<file path="config.mk">
export PLATFORM = sky130hd
export DESIGN_NAME = fiber_ctrl_status_regs
export DESIGN_NICKNAME = d
export VERILOG_FILES = /design/src/hw/fiber_regs_pkg.sv /design/src/hw/fiber_ctrl_status_regs.sv /design/src/hw/pin_sync.sv
export SDC_FILE = /design/constraint.sdc
export NUM_CORES = 1
export LEC_CHECK = 0
export BUFFER_PORTS_ARGS = -buffer_cell sky130_fd_sc_hd__buf_2
export CAP_MARGIN = 20
export CORE_MARGIN = 2
export CORE_UTILIZATION = 35
export CTS_CLUSTER_DIAMETER = 50
export DETAILED_ROUTE_END_ITERATION = 10
export PLACE_DENSITY = 0.58
export SYNTH_ARGS = -nofsm -noshare
export SYNTH_HDL_FRONTEND = slang
export SYNTH_SLANG_ARGS = --single-unit
</file>
<file path="constraint.sdc">
create_clock -name ref_clk_in -period 3.5 [get_ports ref_clk_in]
set_clock_uncertainty 0.05 [all_clocks]
set_input_delay 0.175 -clock ref_clk_in [delete_from_list [all_inputs] [get_ports ref_clk_in]]
set_output_delay 0.175 -clock ref_clk_in [all_outputs]
set_load 0.05 [all_outputs]
</file>
<file path="src/hw/fiber_regs_pkg.sv">
// Notes on behaviour
// - Changing negotiation enable drops link, restarts negotiation, sets restart bit.
// - In 100BASE-FX mode negotiation enable has no effect on the link; a change still pulses restart and applies duplex.
// - Hardware reset loads negotiation enable from strap; software reset keeps it.
// - Leaving power down performs software reset and negotiation restart.
// - Isolate bit is read-only and reads zero.
// - Restart bit self-clears; negotiation restarts after resets or enable change.
// - Written duplex applies only on reset, restart, enable change, power-up.
// - Collision test bit reads zero; writes do nothing.
// - Speed MSB follows media mode: 0, 1, gigabit-only, or writable.
// - 100BASE-X duplex ability bits read 1 only in mode 00.
// - T4, T2 and 10 Mbps ability bits always read zero.
// - Extended-status bit always reads 1.
// - Preamble suppression reads 1; frames without preamble are accepted.
// - Negotiation-complete set only on true completion, not bypass or disabled.
// - Remote fault latches high; always reads 0 in SGMII modes.
// - Negotiation ability reads 0 in mode 00, else 1.
// - Link status latches low until read; second read shows live state.
// - Software reset bit resets fiber logic at once and self-clears.
package fiber_regs_pkg;

   // Register addresses on the management bus
   localparam logic [4:0] REG_CONTROL = 5'h00;
   localparam logic [4:0] REG_STATUS = 5'h01;

   // Control register fields
   localparam int CTL_SW_RESET = 15;
   localparam int CTL_LOOPBACK = 14;
   localparam int CTL_SPEED_LSB = 13;
   localparam int CTL_ANEG_EN = 12;
   localparam int CTL_POWER_DOWN = 11;
   localparam int CTL_ISOLATE = 10;
   localparam int CTL_RESTART = 9;
   localparam int CTL_DUPLEX = 8;
   localparam int CTL_COL_TEST = 7;
   localparam int CTL_SPEED_MSB = 6;

   // Status register fields
   localparam int STA_T4 = 15;
   localparam int STA_X_FD = 14;
   localparam int STA_X_HD = 13;
   localparam int STA_10_FD = 12;
   localparam int STA_10_HD = 11;
   localparam int STA_T2_FD = 10;
   localparam int STA_T2_HD = 9;
   localparam int STA_EXT_STATUS = 8;
   localparam int STA_PREAMBLE_SUP = 6;
   localparam int STA_ANEG_DONE = 5;
   localparam int STA_REMOTE_FAULT = 4;
   localparam int STA_ANEG_ABILITY = 3;
   localparam int STA_LINK = 2;
   localparam int STA_EXT_CAP = 0;

   // Reset values
   localparam logic RST_DUPLEX = 1'b1;
   localparam logic [1:0] RST_SPEED = 2'h2;

   // Media modes
   localparam logic [1:0] MODE_100FX = 2'h0;
   localparam logic [1:0] MODE_1000X = 2'h1;
   localparam logic [1:0] MODE_SGMII_AUTO = 2'h2;
   localparam logic [1:0] MODE_SGMII_SW = 2'h3;

   // Speed encodings, MSB:LSB
   localparam logic [1:0] SPEED_1000 = 2'h2;
   localparam logic [1:0] SPEED_100 = 2'h1;

   // Management frame fields and strap capture counts
   localparam logic [1:0] OP_READ = 2'h2;
   localparam logic [1:0] OP_WRITE = 2'h1;
   localparam logic [3:0] HDR_LAST = 4'hb;
   localparam logic [3:0] TA_LAST = 4'h1;
   localparam logic [3:0] DATA_LAST = 4'hf;
   localparam logic [1:0] INIT_LOAD = 2'h2;
   localparam logic [1:0] INIT_DONE = 2'h3;

   // Frame engine states, Gray from idle up to data
   typedef enum logic [2:0] {
      ST_IDLE = 3'h0,
      ST_START = 3'h1,
      ST_HDR = 3'h3,
      ST_TA = 3'h2,
      ST_DATA = 3'h6
   } mgmt_state_t;

   // Live conditions from the fiber link logic
   typedef struct packed {
      logic link_up;
      logic aneg_done;
      logic aneg_bypass;
      logic remote_fault;
   } fiber_live_t;

endpackage

</file>
<file path="src/hw/fiber_ctrl_status_regs.sv">
`timescale 1ns/1ps
`default_nettype none

module fiber_ctrl_status_regs (
   // Clock and reset
   input wire logic ref_clk_in,
   input wire logic arst_n_in,
   // Management pins
   input wire logic mdc_in,
   input wire logic mdio_in,
   output logic mdio_out,
   output logic mdio_oe_out,
   // Straps
   input wire logic [4:0] phy_addr_in,
   input wire logic negotiation_enable_strap_in,
   // Fiber logic state, same clock
   input wire logic [1:0] media_mode_in,
   input wire logic [1:0] line_speed_in,
   input wire fiber_regs_pkg::fiber_live_t live_in,
   // Controls to the fiber logic
   output logic sw_reset_out,
   output logic aneg_restart_out,
   output logic aneg_enable_out,
   output logic power_down_out,
   output logic duplex_out,
   output logic [1:0] speed_out
);

   logic [7:0] sync_w;
   logic mdc_s, mdio_s, strap_s;
   logic [4:0] addr_s;
   logic mdc_prev_q, rise;
   fiber_regs_pkg::mgmt_state_t state_q;
   logic [3:0] cnt_q;
   logic [10:0] hdr_q;
   logic [11:0] hdr_full;
   logic is_rd_q, is_wr_q;
   logic [4:0] reg_q;
   logic [15:0] sh_q;
   logic hdr_done, addr_hit, stat_rd, ctrl_wr;
   logic [15:0] wdata, rd_data;
   logic [1:0] init_cnt_q;
   logic init_load, aneg_en_q, pd_q, duplex_wr_q;
   logic [1:0] speed_wr_q, speed_rd;
   logic en_chg, pd_exit, swrst_req, restart_req, apply;
   logic sgmii, link_lat_q, rf_lat_q, rf_live;

   // Pins into the clock domain
   pin_sync #(.WIDTH(8)) u_sync (
      .ref_clk_in(ref_clk_in),
      .arst_n_in(arst_n_in),
      .d_in({negotiation_enable_strap_in, phy_addr_in, mdio_in, mdc_in}),
      .q_out(sync_w)
   );

   assign mdc_s = sync_w[0];
   assign mdio_s = sync_w[1];
   assign addr_s = sync_w[6:2];
   assign strap_s = sync_w[7];

   // Management clock edge finder
   always_ff @(posedge ref_clk_in or negedge arst_n_in) begin
      if (!arst_n_in) begin
         mdc_prev_q <= 1'b0;
      end else begin
         mdc_prev_q <= mdc_s;
      end
   end

   assign rise = mdc_s & ~mdc_prev_q;

   // Header decode
   assign hdr_full = {hdr_q, mdio_s};
   assign hdr_done = (state_q == fiber_regs_pkg::ST_HDR) && rise &&
                     (cnt_q == fiber_regs_pkg::HDR_LAST);
   assign addr_hit = hdr_full[9:5] == addr_s;
   assign stat_rd = hdr_done && addr_hit &&
                    (hdr_full[11:10] == fiber_regs_pkg::OP_READ) &&
                    (hdr_full[4:0] == fiber_regs_pkg::REG_STATUS);
   assign ctrl_wr = (state_q == fiber_regs_pkg::ST_DATA) && rise &&
                    (cnt_q == fiber_regs_pkg::DATA_LAST) && is_wr_q &&
                    (reg_q == fiber_regs_pkg::REG_CONTROL);
   assign wdata = {sh_q[14:0], mdio_s};

   // Frame engine; a lone zero on an idle line opens a frame
   always_ff @(posedge ref_clk_in or negedge arst_n_in) begin
      if (!arst_n_in) begin
         state_q <= fiber_regs_pkg::ST_IDLE;
         cnt_q <= 4'h0;
         hdr_q <= 11'h000;
      end else if (rise) begin
         case (state_q)
            fiber_regs_pkg::ST_IDLE: begin
               if (!mdio_s) begin
                  state_q <= fiber_regs_pkg::ST_START;
               end
            end
            fiber_regs_pkg::ST_START: begin
               cnt_q <= 4'h0;
               state_q <= mdio_s ? fiber_regs_pkg::ST_HDR
                                 : fiber_regs_pkg::ST_IDLE;
            end
            fiber_regs_pkg::ST_HDR: begin
               hdr_q <= hdr_full[10:0];
               cnt_q <= cnt_q + 4'h1;
               if (cnt_q == fiber_regs_pkg::HDR_LAST) begin
                  state_q <= fiber_regs_pkg::ST_TA;
                  cnt_q <= 4'h0;
               end
            end
            fiber_regs_pkg::ST_TA: begin
               cnt_q <= cnt_q + 4'h1;
               if (cnt_q == fiber_regs_pkg::TA_LAST) begin
                  state_q <= fiber_regs_pkg::ST_DATA;
                  cnt_q <= 4'h0;
               end
            end
            fiber_regs_pkg::ST_DATA: begin
               cnt_q <= cnt_q + 4'h1;
               if (cnt_q == fiber_regs_pkg::DATA_LAST) begin
                  state_q <= fiber_regs_pkg::ST_IDLE;
               end
            end
            default: begin
               state_q <= fiber_regs_pkg::ST_IDLE;
            end
         endcase
      end
   end

   // Frame kind and target, caught at end of header
   always_ff @(posedge ref_clk_in or negedge arst_n_in) begin
      if (!arst_n_in) begin
         is_rd_q <= 1'b0;
         is_wr_q <= 1'b0;
         reg_q <= 5'h00;
      end else if (hdr_done) begin
         is_rd_q <= addr_hit &&
                    (hdr_full[11:10] == fiber_regs_pkg::OP_READ);
         is_wr_q <= addr_hit &&
                    (hdr_full[11:10] == fiber_regs_pkg::OP_WRITE);
         reg_q <= hdr_full[4:0];
      end
   end

   // Data shifter: loads read data, shifts write data in
   always_ff @(posedge ref_clk_in or negedge arst_n_in) begin
      if (!arst_n_in) begin
         sh_q <= 16'h0000;
      end else if (hdr_done) begin
         sh_q <= rd_data;
      end else if (rise && state_q == fiber_regs_pkg::ST_DATA) begin
         sh_q <= wdata;
      end
   end

   // Pin drive: zero in second turnaround bit, then data MSB first
   always_ff @(posedge ref_clk_in or negedge arst_n_in) begin
      if (!arst_n_in) begin
         mdio_oe_out <= 1'b0;
         mdio_out <= 1'b0;
      end else if (rise) begin
         if (state_q == fiber_regs_pkg::ST_TA && is_rd_q) begin
            mdio_oe_out <= 1'b1;
            mdio_out <= (cnt_q == fiber_regs_pkg::TA_LAST) ? sh_q[15]
                                                           : 1'b0;
         end else if (state_q == fiber_regs_pkg::ST_DATA && is_rd_q &&
                      cnt_q != fiber_regs_pkg::DATA_LAST) begin
            mdio_out <= sh_q[14];
         end else begin
            mdio_oe_out <= 1'b0;
            mdio_out <= 1'b0;
         end
      end
   end

   // Strap capture after release
   always_ff @(posedge ref_clk_in or negedge arst_n_in) begin
      if (!arst_n_in) begin
         init_cnt_q <= 2'h0;
      end else if (init_cnt_q != fiber_regs_pkg::INIT_DONE) begin
         init_cnt_q <= init_cnt_q + 2'h1;
      end
   end

   assign init_load = init_cnt_q == fiber_regs_pkg::INIT_LOAD;

   // Events that reset or restart the fiber logic
   assign en_chg = ctrl_wr &&
                   (wdata[fiber_regs_pkg::CTL_ANEG_EN] != aneg_en_q);
   assign pd_exit = ctrl_wr && pd_q &&
                    !wdata[fiber_regs_pkg::CTL_POWER_DOWN];
   assign swrst_req = (ctrl_wr && wdata[fiber_regs_pkg::CTL_SW_RESET]) ||
                      pd_exit;
   assign restart_req = (ctrl_wr && wdata[fiber_regs_pkg::CTL_RESTART]) ||
                        en_chg || swrst_req || init_load;
   assign apply = restart_req;

   // Negotiation enable: strap at hardware reset, kept by soft reset
   always_ff @(posedge ref_clk_in or negedge arst_n_in) begin
      if (!arst_n_in) begin
         aneg_en_q <= 1'b0;
      end else if (init_load) begin
         aneg_en_q <= strap_s;
      end else if (ctrl_wr) begin
         aneg_en_q <= wdata[fiber_regs_pkg::CTL_ANEG_EN];
      end
   end

   // Power down; a soft reset returns it to normal
   always_ff @(posedge ref_clk_in or negedge arst_n_in) begin
      if (!arst_n_in) begin
         pd_q <= 1'b0;
      end else if (ctrl_wr) begin
         pd_q <= wdata[fiber_regs_pkg::CTL_POWER_DOWN] &&
                 !wdata[fiber_regs_pkg::CTL_SW_RESET];
      end
   end

   // Written duplex and speed, held across soft reset
   always_ff @(posedge ref_clk_in or negedge arst_n_in) begin
      if (!arst_n_in) begin
         duplex_wr_q <= fiber_regs_pkg::RST_DUPLEX;
         speed_wr_q <= fiber_regs_pkg::RST_SPEED;
      end else if (ctrl_wr) begin
         duplex_wr_q <= wdata[fiber_regs_pkg::CTL_DUPLEX];
         if (media_mode_in == fiber_regs_pkg::MODE_SGMII_SW) begin
            speed_wr_q <= {wdata[fiber_regs_pkg::CTL_SPEED_MSB],
                           wdata[fiber_regs_pkg::CTL_SPEED_LSB]};
         end
      end
   end

   // Speed bits as the media mode dictates
   always_comb begin
      case (media_mode_in)
         fiber_regs_pkg::MODE_100FX: speed_rd = fiber_regs_pkg::SPEED_100;
         fiber_regs_pkg::MODE_1000X: speed_rd = fiber_regs_pkg::SPEED_1000;
         fiber_regs_pkg::MODE_SGMII_AUTO: begin
            speed_rd = {line_speed_in == fiber_regs_pkg::SPEED_1000,
                        line_speed_in == fiber_regs_pkg::SPEED_100};
         end
         default: speed_rd = speed_wr_q;
      endcase
   end

   // Pulses and applied controls to the fiber logic
   always_ff @(posedge ref_clk_in or negedge arst_n_in) begin
      if (!arst_n_in) begin
         sw_reset_out <= 1'b0;
         aneg_restart_out <= 1'b0;
      end else begin
         sw_reset_out <= swrst_req;
         aneg_restart_out <= restart_req;
      end
   end

   always_ff @(posedge ref_clk_in or negedge arst_n_in) begin
      if (!arst_n_in) begin
         duplex_out <= fiber_regs_pkg::RST_DUPLEX;
      end else if (apply) begin
         duplex_out <= ctrl_wr ? wdata[fiber_regs_pkg::CTL_DUPLEX]
                               : duplex_wr_q;
      end
   end

   always_ff @(posedge ref_clk_in or negedge arst_n_in) begin
      if (!arst_n_in) begin
         aneg_enable_out <= 1'b0;
         power_down_out <= 1'b0;
         speed_out <= fiber_regs_pkg::RST_SPEED;
      end else begin
         aneg_enable_out <= aneg_en_q &&
                            (media_mode_in != fiber_regs_pkg::MODE_100FX);
         power_down_out <= pd_q;
         speed_out <= speed_rd;
      end
   end

   // Latched link and remote fault; the read reloads live values
   assign sgmii = media_mode_in[1];
   assign rf_live = live_in.remote_fault && !sgmii;
   always_ff @(posedge ref_clk_in or negedge arst_n_in) begin
      if (!arst_n_in) begin
         link_lat_q <= 1'b0;
         rf_lat_q <= 1'b0;
      end else if (sw_reset_out) begin
         link_lat_q <= 1'b0;
         rf_lat_q <= rf_live;
      end else if (stat_rd) begin
         link_lat_q <= live_in.link_up;
         rf_lat_q <= rf_live;
      end else begin
         link_lat_q <= link_lat_q && live_in.link_up;
         rf_lat_q <= (rf_lat_q && !sgmii) || rf_live;
      end
   end

   // Read data for the addressed register
   always_comb begin
      rd_data = 16'h0000;
      if (hdr_full[4:0] == fiber_regs_pkg::REG_CONTROL) begin
         rd_data[fiber_regs_pkg::CTL_SW_RESET] = sw_reset_out;
         rd_data[fiber_regs_pkg::CTL_LOOPBACK] = 1'b0;
         rd_data[fiber_regs_pkg::CTL_SPEED_LSB] = speed_rd[0];
         rd_data[fiber_regs_pkg::CTL_ANEG_EN] = aneg_en_q;
         rd_data[fiber_regs_pkg::CTL_POWER_DOWN] = pd_q;
         rd_data[fiber_regs_pkg::CTL_ISOLATE] = 1'b0;
         rd_data[fiber_regs_pkg::CTL_RESTART] = aneg_restart_out;
         rd_data[fiber_regs_pkg::CTL_DUPLEX] = duplex_wr_q;
         rd_data[fiber_regs_pkg::CTL_COL_TEST] = 1'b0;
         rd_data[fiber_regs_pkg::CTL_SPEED_MSB] = speed_rd[1];
      end else if (hdr_full[4:0] == fiber_regs_pkg::REG_STATUS) begin
         rd_data[fiber_regs_pkg::STA_T4] = 1'b0;
         rd_data[fiber_regs_pkg::STA_X_FD] =
            media_mode_in == fiber_regs_pkg::MODE_100FX;
         rd_data[fiber_regs_pkg::STA_X_HD] =
            media_mode_in == fiber_regs_pkg::MODE_100FX;
         rd_data[fiber_regs_pkg::STA_10_FD] = 1'b0;
         rd_data[fiber_regs_pkg::STA_10_HD] = 1'b0;
         rd_data[fiber_regs_pkg::STA_T2_FD] = 1'b0;
         rd_data[fiber_regs_pkg::STA_T2_HD] = 1'b0;
         rd_data[fiber_regs_pkg::STA_EXT_STATUS] = 1'b1;
         rd_data[fiber_regs_pkg::STA_PREAMBLE_SUP] = 1'b1;
         rd_data[fiber_regs_pkg::STA_ANEG_DONE] = live_in.aneg_done &&
            !live_in.aneg_bypass && aneg_enable_out;
         rd_data[fiber_regs_pkg::STA_REMOTE_FAULT] =
            rf_lat_q && !sgmii;
         rd_data[fiber_regs_pkg::STA_ANEG_ABILITY] =
            media_mode_in != fiber_regs_pkg::MODE_100FX;
         rd_data[fiber_regs_pkg::STA_LINK] = link_lat_q;
         rd_data[fiber_regs_pkg::STA_EXT_CAP] = 1'b1;
      end
   end

endmodule

`default_nettype wire

</file>
<file path="src/hw/pin_sync.sv">
`timescale 1ns/1ps
`default_nettype none

// Two-flop synchroniser for a group of pins
module pin_sync #(
   parameter int WIDTH = 8
) (
   // Clock and reset
   input wire logic ref_clk_in,
   input wire logic arst_n_in,
   // Pins and synchronised copy
   input wire logic [WIDTH-1:0] d_in,
   output logic [WIDTH-1:0] q_out
);

   logic [WIDTH-1:0] meta_q;

   // First stage feeds only the second
   always_ff @(posedge ref_clk_in or negedge arst_n_in) begin
      if (!arst_n_in) begin
         meta_q <= '0;
         q_out <= '0;
      end else begin
         meta_q <= d_in;
         q_out <= meta_q;
      end
   end

endmodule

`default_nettype wire

</file>
==> results.md, run 1 <==
* CTS Hold Bufs at 9
* Synthesized netlist cell count at 299
* GR Overflow Total at 0
* Commonest non-fill, non-tap cells in the layout: 72 x dfrtp_1, 50 x nand2_1, 25 x buf_2, 16 x o21ai_0, 15 x a21oi_1
* Drt first pass iters at 4
* Clock transition at path regs at ~0.08 ns
* Layout cells sized above 1 at 0.202
* Setup TNS at 0 ns
* Max stage delay on crit path at ~0.63 ns
* Simple-gate share of the synthesized area at 0.168
* Sw Pwr at 0.660 mW
* Ranking of synthesized cells by area: dfrtp_1 55%, nand2_1 5.8%, mux2_2 4.8%
* CP startpoint kind: flop
* Comb pwr share at 0.164
* Total of warnings raised by yosys at 0
* Synth Area in XOR/XNOR at 0.0242
* # fillers at about 860
* Hold Crit Endpoint: sh_q[5]
* CTS tree: built
* Worst Path Max Fanout at 8
* Fin nets at about 350
* Clk pwr share at 0.319
* Critical path cell sequence: or4_1 -> or4_4 -> nor2_4 -> mux2_2
* Combinational family with the most area after synthesis: simple AND/OR/NAND/NOR gates
* Synthesized area at about 3300 um^2
* Avg WL per Cell at ~14 um
* Vert. Die Dim at between 100 and 150 um
* Pin count of the biggest net entering global routing at 77
* WS Path Type: reg -> reg
* Via count at approximately 2200
* N_diodes at 0
* Period utilization at 0.610
* Period minus WS final at between 2 and 2.5 ns
* Synthesized flop and latch total at 76
* Clk buf depth at 2
* Leakage power at between 1.5 and 2 nW
* Ports at 27
* Clock Sink Count at 76
* Total Wirelength at around 6200 um
* Crit path DAT at around 2.3 ns
* Slew Viols, Final at 0
* Adder-cell share of the synthesized area at 0.0154
* HP Class: in -> reg
* RSZ-0062 raised after global routing: no
* Power per cell area at between 600 and 700 nW/um^2
* Initial antenna violation count at 0
* Rel. slew slack at 0.369
* Setup crit end kind: flop
* Clock Latency Late Sink at roughly 0.34 ns
* R2r endpoint: speed_wr_q[0]
* Postcts setup bufs at 0
* Full die area at between 10000 and 15000 um^2
* Num CTS Buffers at 9
* Setup Viol. Count Final at 0
* Synth area leader: dfrtp_1
* Worst hold stages at 3
* Final Power at around 2.3 mW
* CP max stage cell: or4_4
* Placed cell count at around 420
* Setup WS pre-CTS at between 1 and 1.5 ns
* Dpl hpwl at between 3000 and 4000 um
* Drt drc at 0
* Switching part of the total at 0.283
* Worst Min Path Start: live_in[1]
* Least-Margin Pin Slew at approximately 0.95 ns
* Number of library cell types mapped by synthesis at 48
* R2R setup slack at 1.36 ns
* Post-synthesis mux area share at 0.0654
* Area Overhead vs Synth at 16.4%
* Vias in the first global route at 2227
* Synthesized area per cell at roughly 11 um^2
* Status: finished, final reports clean
* Reg2Reg Depth at 4
* Commonest non-fill, non-tap cell in the layout: dfrtp_1
* RR Startpoint: reg_q[0]
* GR Util All Layers at 0.136
* Clock H-tree levels at 3
* Antenna Violating Nets Remaining at 0
* Final WS setup at approximately 1.4 ns
* First-pass GRT wire length at ~11000 um
* Initial core utilization at 0.357
* Synth top area share at 0.554
* Mapped Nets at around 320
* CTS Root Buffer Type: clkbuf_8
* Sequential power share at 0.517
* Pint at ~1.7 mW
* Die W at 100 um
* Final Hold Viols at 0
* Vias per cell at around 5.0
* Row count at 35
* Placer Congestion at approximately 0.83
* First DRT Iteration DRCs at ~110
* Peak supply drop at between 0.3 and 0.4 mV
* Synth Area in Compound Gates at 0.113
* CTS resizes at 0
* I/O Buffers at 26
* Max Fclk at between 400 and 500 MHz
* Core area at just over 9000 um^2
* Register area share after synthesis at 0.586
* Worst path required time at about 3.7 ns
* Max-Cap Viols at 0
* Final Non-Filler Cells at about 450
## sequential cells by signal, summed over array words and instances (netlist names), 2 cells and up
register and cells:
u_sync.meta_q 8, speed_wr_q 2, hdr_q 11, reg_q 5, speed_out 2, sh_q 16
state_q 3, cnt_q 4, init_cnt_q 2, u_sync.q_out 8
## power by group through the flow
stage,clock network (mW),registers (mW),logic (mW)
3_3_place_gp,0,1.22,0.371
6_report,0.744,1.21,0.384
4_1_cts,0.766,1.21,0.390
2_1_floorplan,0,1.18,0.296
5_1_grt,0.807,1.23,0.444
3_5_place_dp,0,1.22,0.380
## cells by family (layout without fill, tap and decap cells)
family / count (synthesis) / count (layout)
simple gates: 109 / 109
fa+ha+maj: 4 / 4
buf+inv: 23 / 60
compound gates: 59 / 59
xor+xnor: 9 / 9
mux: 19 / 19
flops: 76 / 76
## metrics by stage
step	utilization	area [um^2]	hold WS (ns)
floorplan	-	3250	-0.171
global route	0.416	3790	0.0437
detailed placement	0.381	3470	0.235
global placement	0.381	3470	0.233
finish	0.416	3790	0.0536
CTS	0.416	3790	0.0388
## area by class of cell
cell class,instances,area [um^2],area share
inverter,7,26.3,0.00694
tap,111,139,0.0367
multi-input combinational,200,1250,0.331
sequential,76,1910,0.503
timing repair buffer,37,238,0.0627
clock buffer,10,138,0.0363
clock inverter,6,87.6,0.0231
## how the worst max path moves through the flow
stage | cells after the start | to | from | slack, ns
finish | 4 | speed_wr_q[0] | reg_q[0] | 1.36
detailed placement | 4 | speed_wr_q[0] | reg_q[0] | 1.36
global placement | 4 | speed_wr_q[0] | reg_q[0] | 1.40
floorplan | 5 | speed_wr_q[0] | reg_q[0] | 1.41
CTS | 4 | speed_wr_q[0] | reg_q[0] | 1.36
global route | 6 | sh_q[8] | cnt_q[0] | 1.30
## worst max-delay path: cells and delay by family (launching register included)
kind             cells  cell delay, ns
DFF                  1            0.38
and+or+nand+nor      3            1.28
muxes                1            0.33
## routing by layer
metal | GRT usage | routed length [um] | part of all wire | vias to the layer above
met5 | 0 | 0 | 0 | -
met4 | 0.0548 | 46 | 0.0075 | 0
met3 | 0.0299 | 218 | 0.035 | 4
met2 | 0.209 | 2790 | 0.45 | 38
met1 | 0.187 | 3090 | 0.50 | 1083
li1 | - | - | - | 1102
## cells in the mapped netlist (all sizes together)
master,n
mux2,15
a21o,1
a211oi,5
and3,1
a32oi,1
nand4b,3
nand2,50
a22o,2
mux2i,4
nor4,1
or4,3
o41a,1
or2,1
dfrtp,72
o21ai,17
xnor2,2
or4bb,1
clkbuf,14
nand2b,4
nand3b,4
nand4,1
o211ai,1
nor2b,7
nor3b,2
o21bai,1
a2bb2oi,1
o31ai,1
ha,4
o41ai,1
buf,2
inv,7
a21boi,1
nor3,7
a31oi,10
dfstp,4
a21oi,15
and2,1
or3,1
xor2,7
nand3,6
nor2,14
and3b,2
a221oi,1
Note: power is estimated with default switching activity, not from simulation.
==> run 2: changes to the inputs <==
Settings changed: PLACE_DENSITY 0.58 to 0.6.
Clock period 3.5 ns to 1.95 ns, I/O delays scaled along.
==> run 2 against run 1 <==
The flow now finishes with violations (setup timing). Flip-flop and latch count unchanged. Register-to-register slack got worse by 1.5 ns. Design area increased by 6.8%. Worst setup slack got worse by 1.5 ns. Cell count increased by 6.7%. Die area unchanged. Wire length increased by 7.1%. Sequential power increased by 77%. Clock power increased by 69%. Utilization increased by 2.8 points. Critical path type unchanged.
==> results.md, run 2 (synthesis gave the netlist of run 1 again) <==
* Initial antenna violation count at 0 (unchanged)
* Vias in the first global route at 2391 (was 2227)
* Leakage power at 1.86 nW (was 1.73 nW)
* Clock Sink Count at 76 (unchanged)
* Clock Latency Late Sink at 0.35 ns (was 0.34 ns)
* CTS tree: built (unchanged)
* Max-Cap Viols at 0 (unchanged)
* Max stage delay on crit path at 0.60 ns (was 0.63 ns)
* Period utilization at 1.07 (was 0.610)
* Num CTS Buffers at 9 (unchanged)
* Setup Viol. Count Final at 7 (was 0)
* Die W at 100 um (unchanged)
* Layout cells sized above 1 at 0.251 (was 0.202)
* Initial core utilization at 0.357 (unchanged)
* Clk buf depth at 2 (unchanged)
* Full die area at 10100 um^2 (unchanged)
* Final WS setup at -0.142 ns (was 1.36 ns)
* Worst Path Max Fanout at 5 (was 8)
* Least-Margin Pin Slew at 0.452 ns (was 0.946 ns)
* CTS Root Buffer Type: clkbuf_8 (unchanged)
* I/O Buffers at 26 (unchanged)
* Hold Crit Endpoint: aneg_enable_out (was sh_q[5])
* Worst path required time at 2.13 ns (was 3.69 ns)
* First-pass GRT wire length at 11400 um (was 10800 um)
* Top flop regs: sh_q (16), hdr_q (11) (unchanged)
* Worst Min Path Start: media_mode_in[0] (was live_in[1])
* Core area at 9110 um^2 (unchanged)
* WS Path Type: reg -> reg (unchanged)
* Max FFs per register at 16 (unchanged)
* Clock transition at path regs at 0.09 ns (was 0.08 ns)
* Total Wirelength at 6590 um (was 6150 um)
* Crit path DAT at 2.28 ns (was 2.32 ns)
* CP startpoint kind: flop (unchanged)
* Reg2Reg Depth at 4 (unchanged)
* Fin util at 0.444 (was 0.416)
* Drt first pass iters at 4 (unchanged)
* CP delay by family, top: simple AND/OR/NAND/NOR gates (unchanged)
* Failing checks: setup timing
* Commonest non-fill, non-tap cells in the layout: 72 x dfrtp_1, 50 x nand2_1, 25 x buf_2, 23 x buf_4, 17 x dlygate4sd3_1 (was 72 x dfrtp_1, 50 x nand2_1, 25 x buf_2, 16 x o21ai_0, 15 x a21oi_1)
* Biggest register: sh_q (unchanged)
* Period minus WS final at 2.09 ns (was 2.14 ns)
* GR Overflow Total at 0 (unchanged)
* RSZ-0062 raised after global routing: yes (was no)
* Clock H-tree levels at 3 (unchanged)
* Worst hold stages at 3 (unchanged)
* CP max stage cell: or4_4 (unchanged)
* Setup TNS at -0.634 ns (was 0 ns)
* R2r endpoint: speed_wr_q[0] (unchanged)
* Drt drc at 0 (unchanged)
* RR Startpoint: mdc_prev_q (was reg_q[0])
* Avg WL per Cell at 13.8 um (about the same)
* Dpl hpwl at 4450 um (was 3980 um)
* First DRT Iteration DRCs at 111 (was 114)
* Rel. slew slack at 0.698 (was 0.369)
* Ports at 27 (unchanged)
* Setup crit end kind: flop (unchanged)
* Power per cell area at 1050 nW/um^2 (was 616 nW/um^2)
* GR Util All Layers at 0.144 (was 0.136)
* HP Class: in -> reg (unchanged)
* Commonest non-fill, non-tap cell in the layout: dfrtp_1 (unchanged)
* Max Fclk at 478 MHz (was 468 MHz)
* R2R setup slack at -0.14 ns (was 1.36 ns)
* Final Hold Viols at 0 (unchanged)
* Buf/Inv on CP at 0 (unchanged)
* Fin nets at 383 (was 353)
* Pin count of the biggest net entering global routing at 36 (was 77)
* Status: finished, violations left (was finished, final reports clean)
* Placer Congestion at 0.849 (was 0.826)
* N_diodes at 0 (unchanged)
* Slew Viols, Final at 0 (unchanged)
* Vert. Die Dim at 100 um (unchanged)
* Critical path cell sequence: or4bb_1 -> or4_4 -> nor2_4 -> mux2_4 (was or4_1 -> or4_4 -> nor2_4 -> mux2_2)
* Vias per cell at 4.98 (about the same)
* Peak supply drop at 0.625 mV (was 0.332 mV)
* Row count at 35 (unchanged)
* Via count at 2377 (was 2227)
* Area Overhead vs Synth at 24.3% (was 16.4%)
* Antenna Violating Nets Remaining at 0 (unchanged)
-- run 2: changes by cell type in the layout (fill, tap and decap cells not counted), moves of 2 or more --
cell           previous run  this run
dlygate4sd3_1             9        17
clkinv_4                  2         0
clkinv_2                  2         0
clkinvlp_4                0         3
buf_4                     3        23
inv_6                     0         2
-- run 2: repair_timing --
item / 4_1_cts / 5_1_grt
hold buffers: 17 / 0
endpoints found under the hold margin: 46 / 0
buffers inserted: 0 / 1
pin swaps: 3 / 3
setup endpoints to repair: 6 / 11
gates resized for setup: 1 / 4
-- run 2: routing by layer --
metal | GRT usage | wire (um) | vias to the layer above | share of wire
met3 | 0.0306 | 212 | 7 | 0.032
met5 | 0 | 0 | - | 0
met1 | 0.195 | 3190 | 1162 | 0.48
met4 | 0.0527 | 62 | 0 | 0.0094
met2 | 0.230 | 3130 | 45 | 0.47
li1 | - | - | 1163 | -
-- run 2: area by class of cell --
type                       instances  area (um^2)
fill                             862         5060
timing repair buffer              67          499
sequential                        76         1910
inverter                           7         26.3
multi-input combinational        200         1270
tap                              111          139
clock buffer                      10          138
clock inverter                     6         70.1
-- run 2: how the worst max path moves through the flow --
stage / endpoint / startpoint / cells past startpoint
after CTS: speed_wr_q[0] / reg_q[4] / 4
after global placement: speed_wr_q[0] / reg_q[1] / 4
after floorplan: speed_wr_q[0] / mdc_prev_q / 5
after global routing: speed_wr_q[0] / mdc_prev_q / 4
final: speed_wr_q[0] / mdc_prev_q / 4
after detailed placement: speed_wr_q[0] / reg_q[1] / 4
-- run 2: per-stage QoR --
step	cells	setup WS (ns)	power [mW]	hold slack, ns	area, um^2
after floorplan	299	-0.123	2.66	-0.248	3250
after global placement	443	-0.120	2.96	0.0352	3640
after detailed placement	443	-0.153	2.98	0.0386	3640
after CTS	476	-0.161	4.28	0.00244	4030
after global routing	477	-0.179	4.52	0.0309	4050
final	477	-0.142	4.25	0.0287	4050
-- run 2: where the power goes --
part           internal [mW]  switching (mW)
sequential              1.90           0.236
clock                  0.635           0.624
combinational          0.454           0.399
-- run 2: worst reg2reg max path, cell delays in order, from the launching register on --
cell and delay (ns):
dfrtp_1 0.38, or4bb_1 0.51, or4_4 0.60, nor2_4 0.13, mux2_4 0.30
==> run 3: changes to the inputs <==
Settings changed: CORE_ASPECT_RATIO set to 1.25.
==> run 3 against run 2 <==
The run still ends with setup timing left. Combinational power down 6.1%. First-iteration DRC count decreased by 42%. Worst setup slack improved by 0.021 ns. Fmax grew 1.0%. Power rose by 8.4%. Critical path depth did not move. Die area hardly changed. Cell count rose by 1.5%.
==> results.md, run 3 (synthesis gave the netlist of run 1 again) <==
* Crit path DAT at 2.24 ns (was 2.28 ns)
* Worst Min Path Start: media_mode_in[1] (was media_mode_in[0])
* Row count at 39 (was 35)
* Max-Cap Viols at 0 (unchanged)
* Placed cell count at 452 (was 443)
* Least-Margin Pin Slew at 0.499 ns (was 0.452 ns)
* Worst path required time at 2.12 ns (was 2.13 ns)
* Num CTS Buffers at 9 (unchanged)
* First DRT Iteration DRCs at 64 (was 111)
* Drt drc at 0 (unchanged)
* Vert. Die Dim at 112 um (was 100 um)
* Period utilization at 1.06 (was 1.07)
* CTS Root Buffer Type: clkbuf_16 (was clkbuf_8)
* Total Wirelength at 6510 um (was 6590 um)
* First-pass GRT wire length at 11200 um (was 11400 um)
* Top flop regs: sh_q (16), hdr_q (11) (unchanged)
* Clock transition at path regs at 0.06 ns (was 0.09 ns)
* Clock Latency Late Sink at 0.33 ns (was 0.35 ns)
* Reg2Reg Depth at 4 (unchanged)
* Status: finished, violations left (unchanged)
* Max FFs per register at 16 (unchanged)
* Setup crit end kind: flop (unchanged)
* Initial core utilization at 0.359 (was 0.357)
* Final Non-Filler Cells at 484 (was 477)
* Hold Crit Endpoint: speed_out[0] (was aneg_enable_out)
* R2r endpoint: speed_wr_q[0] (unchanged)
* Power per cell area at 1120 nW/um^2 (was 1050 nW/um^2)
* RR Startpoint: mdc_prev_q (unchanged)
* Via count at 2336 (was 2377)
* Drt first pass iters at 4 (unchanged)
* Full die area at 10100 um^2 (about the same)
* R2R setup slack at -0.12 ns (was -0.14 ns)
* Final Hold Viols at 0 (unchanged)
* Area Overhead vs Synth at 26.5% (was 24.3%)
* Die W at 90.2 um (was 100 um)
* Antenna Violating Nets Remaining at 0 (unchanged)
* Setup Viol. Count Final at 6 (was 7)
* Clock H-tree levels at 3 (unchanged)
* N_diodes at 0 (unchanged)
* RSZ-0062 raised after global routing: yes (unchanged)
* Peak supply drop at 0.687 mV (was 0.625 mV)
* Dpl hpwl at 4500 um (was 4450 um)
* Layout cells sized above 1 at 0.249 (was 0.251)
* CTS tree: built (unchanged)
* Core area at 9080 um^2 (was 9110 um^2)
* Avg WL per Cell at 13.4 um (was 13.8 um)
* Ports at 27 (unchanged)
* Commonest non-fill, non-tap cell in the layout: dfrtp_1 (unchanged)
* WS Path Type: reg -> reg (unchanged)
* HP Class: in -> reg (unchanged)
* Fin nets at 378 (was 383)
* Biggest register: sh_q (unchanged)
* Pin count of the biggest net entering global routing at 41 (was 36)
* Vias in the first global route at 2357 (was 2391)
* CP startpoint kind: flop (unchanged)
* I/O Buffers at 26 (unchanged)
* Final WS setup at -0.122 ns (was -0.142 ns)
* Worst hold stages at 2 (was 3)
* Setup WS pre-CTS at -0.147 ns (was -0.153 ns)
* Worst Path Max Fanout at 5 (unchanged)
* Slew Viols, Final at 0 (unchanged)
* GR Overflow Total at 0 (unchanged)
* Initial antenna violation count at 0 (unchanged)
* GR Util All Layers at 0.141 (was 0.144)
* Clock Sink Count at 76 (unchanged)
* Rel. slew slack at 0.667 (was 0.698)
* Final hold slack at 0.0363 ns (was 0.0287 ns)
* Period minus WS final at 2.07 ns (was 2.09 ns)
* Failing checks: setup timing (unchanged)
* Fin util at 0.454 (was 0.444)
* Clk buf depth at 2 (unchanged)
* Leakage power at 1.88 nW (was 1.86 nW)
* Max Fclk at 483 MHz (was 478 MHz)
* Placer Congestion at 0.855 (was 0.849)
* Commonest non-fill, non-tap cells in the layout: 72 x dfrtp_1, 50 x nand2_1, 25 x buf_2, 21 x buf_4, 16 x o21ai_0 (was 72 x dfrtp_1, 50 x nand2_1, 25 x buf_2, 23 x buf_4, 17 x dlygate4sd3_1)
* Vias per cell at 4.83 (was 4.98)
[run 3: cell types whose count changed in the layout (fill, tap and decap cells not counted), sizes merged]
cell and change:
clkinv +3, clkinvlp -1, inv -2, dlygate4sd3 -2, buf -3
[run 3: timing repair]
action                                  4_1_cts  5_1_grt
setup buffers                                 0        1
hold endpoints to repair                     50        0
gates resized for setup                       2        3
pin swaps                                     0        1
endpoints found under the setup margin        6       10
hold buffers                                 15        0
[run 3: power by group]
part           leakage (nW)  switching (mW)  internal [mW]
Clock                 0.144           0.631           1.02
Combinational         0.798           0.379          0.422
Sequential            0.936           0.248           1.90
[run 3: cell type report]
cell class | instances | area (um^2)
flip-flops and latches | 76 | 1910
repair buffers | 62 | 453
clock inverters | 6 | 63.8
well taps | 123 | 154
fillers | 900 | 4960
inverters | 7 | 26.3
clock buffers | 10 | 239
multi-input cells | 200 | 1270
[run 3: routing by layer]
metal  part of all wire  track usage
met3              0.034       0.0379
met1               0.45        0.174
met2               0.50        0.226
met4              0.020       0.0769
met5                  0            0
[run 3: critical path: stages (launching register included)]
cell	delay (ns)
dfrtp_1	0.40
or4bb_1	0.48
or4_4	0.59
nor2_4	0.13
mux2_4	0.30
[run 3: worst max-delay path by stage]
stage | startpoint | endpoint | slack (ns) | cells past startpoint
3_5_place_dp | mdc_prev_q | speed_wr_q[0] | -0.15 | 4
4_1_cts | mdc_prev_q | speed_wr_q[0] | -0.14 | 4
2_1_floorplan | mdc_prev_q | speed_wr_q[0] | -0.12 | 5
3_3_place_gp | mdc_prev_q | speed_wr_q[0] | -0.12 | 4
5_1_grt | mdc_prev_q | aneg_en_q | -0.18 | 5
6_report | mdc_prev_q | speed_wr_q[0] | -0.12 | 4
[run 3: metrics by stage]
| stage | power [mW] | area, um^2 | setup TNS (ns) |
|---|---|---|---|
| 2_1_floorplan | 2.66 | 3250 | -0.212 |
| 3_3_place_gp | 2.92 | 3640 | -0.418 |
| 3_5_place_dp | 2.96 | 3640 | -0.594 |
| 4_1_cts | 4.66 | 4100 | -0.625 |
| 5_1_grt | 4.89 | 4120 | -0.842 |
| 6_report | 4.61 | 4120 | -0.464 |
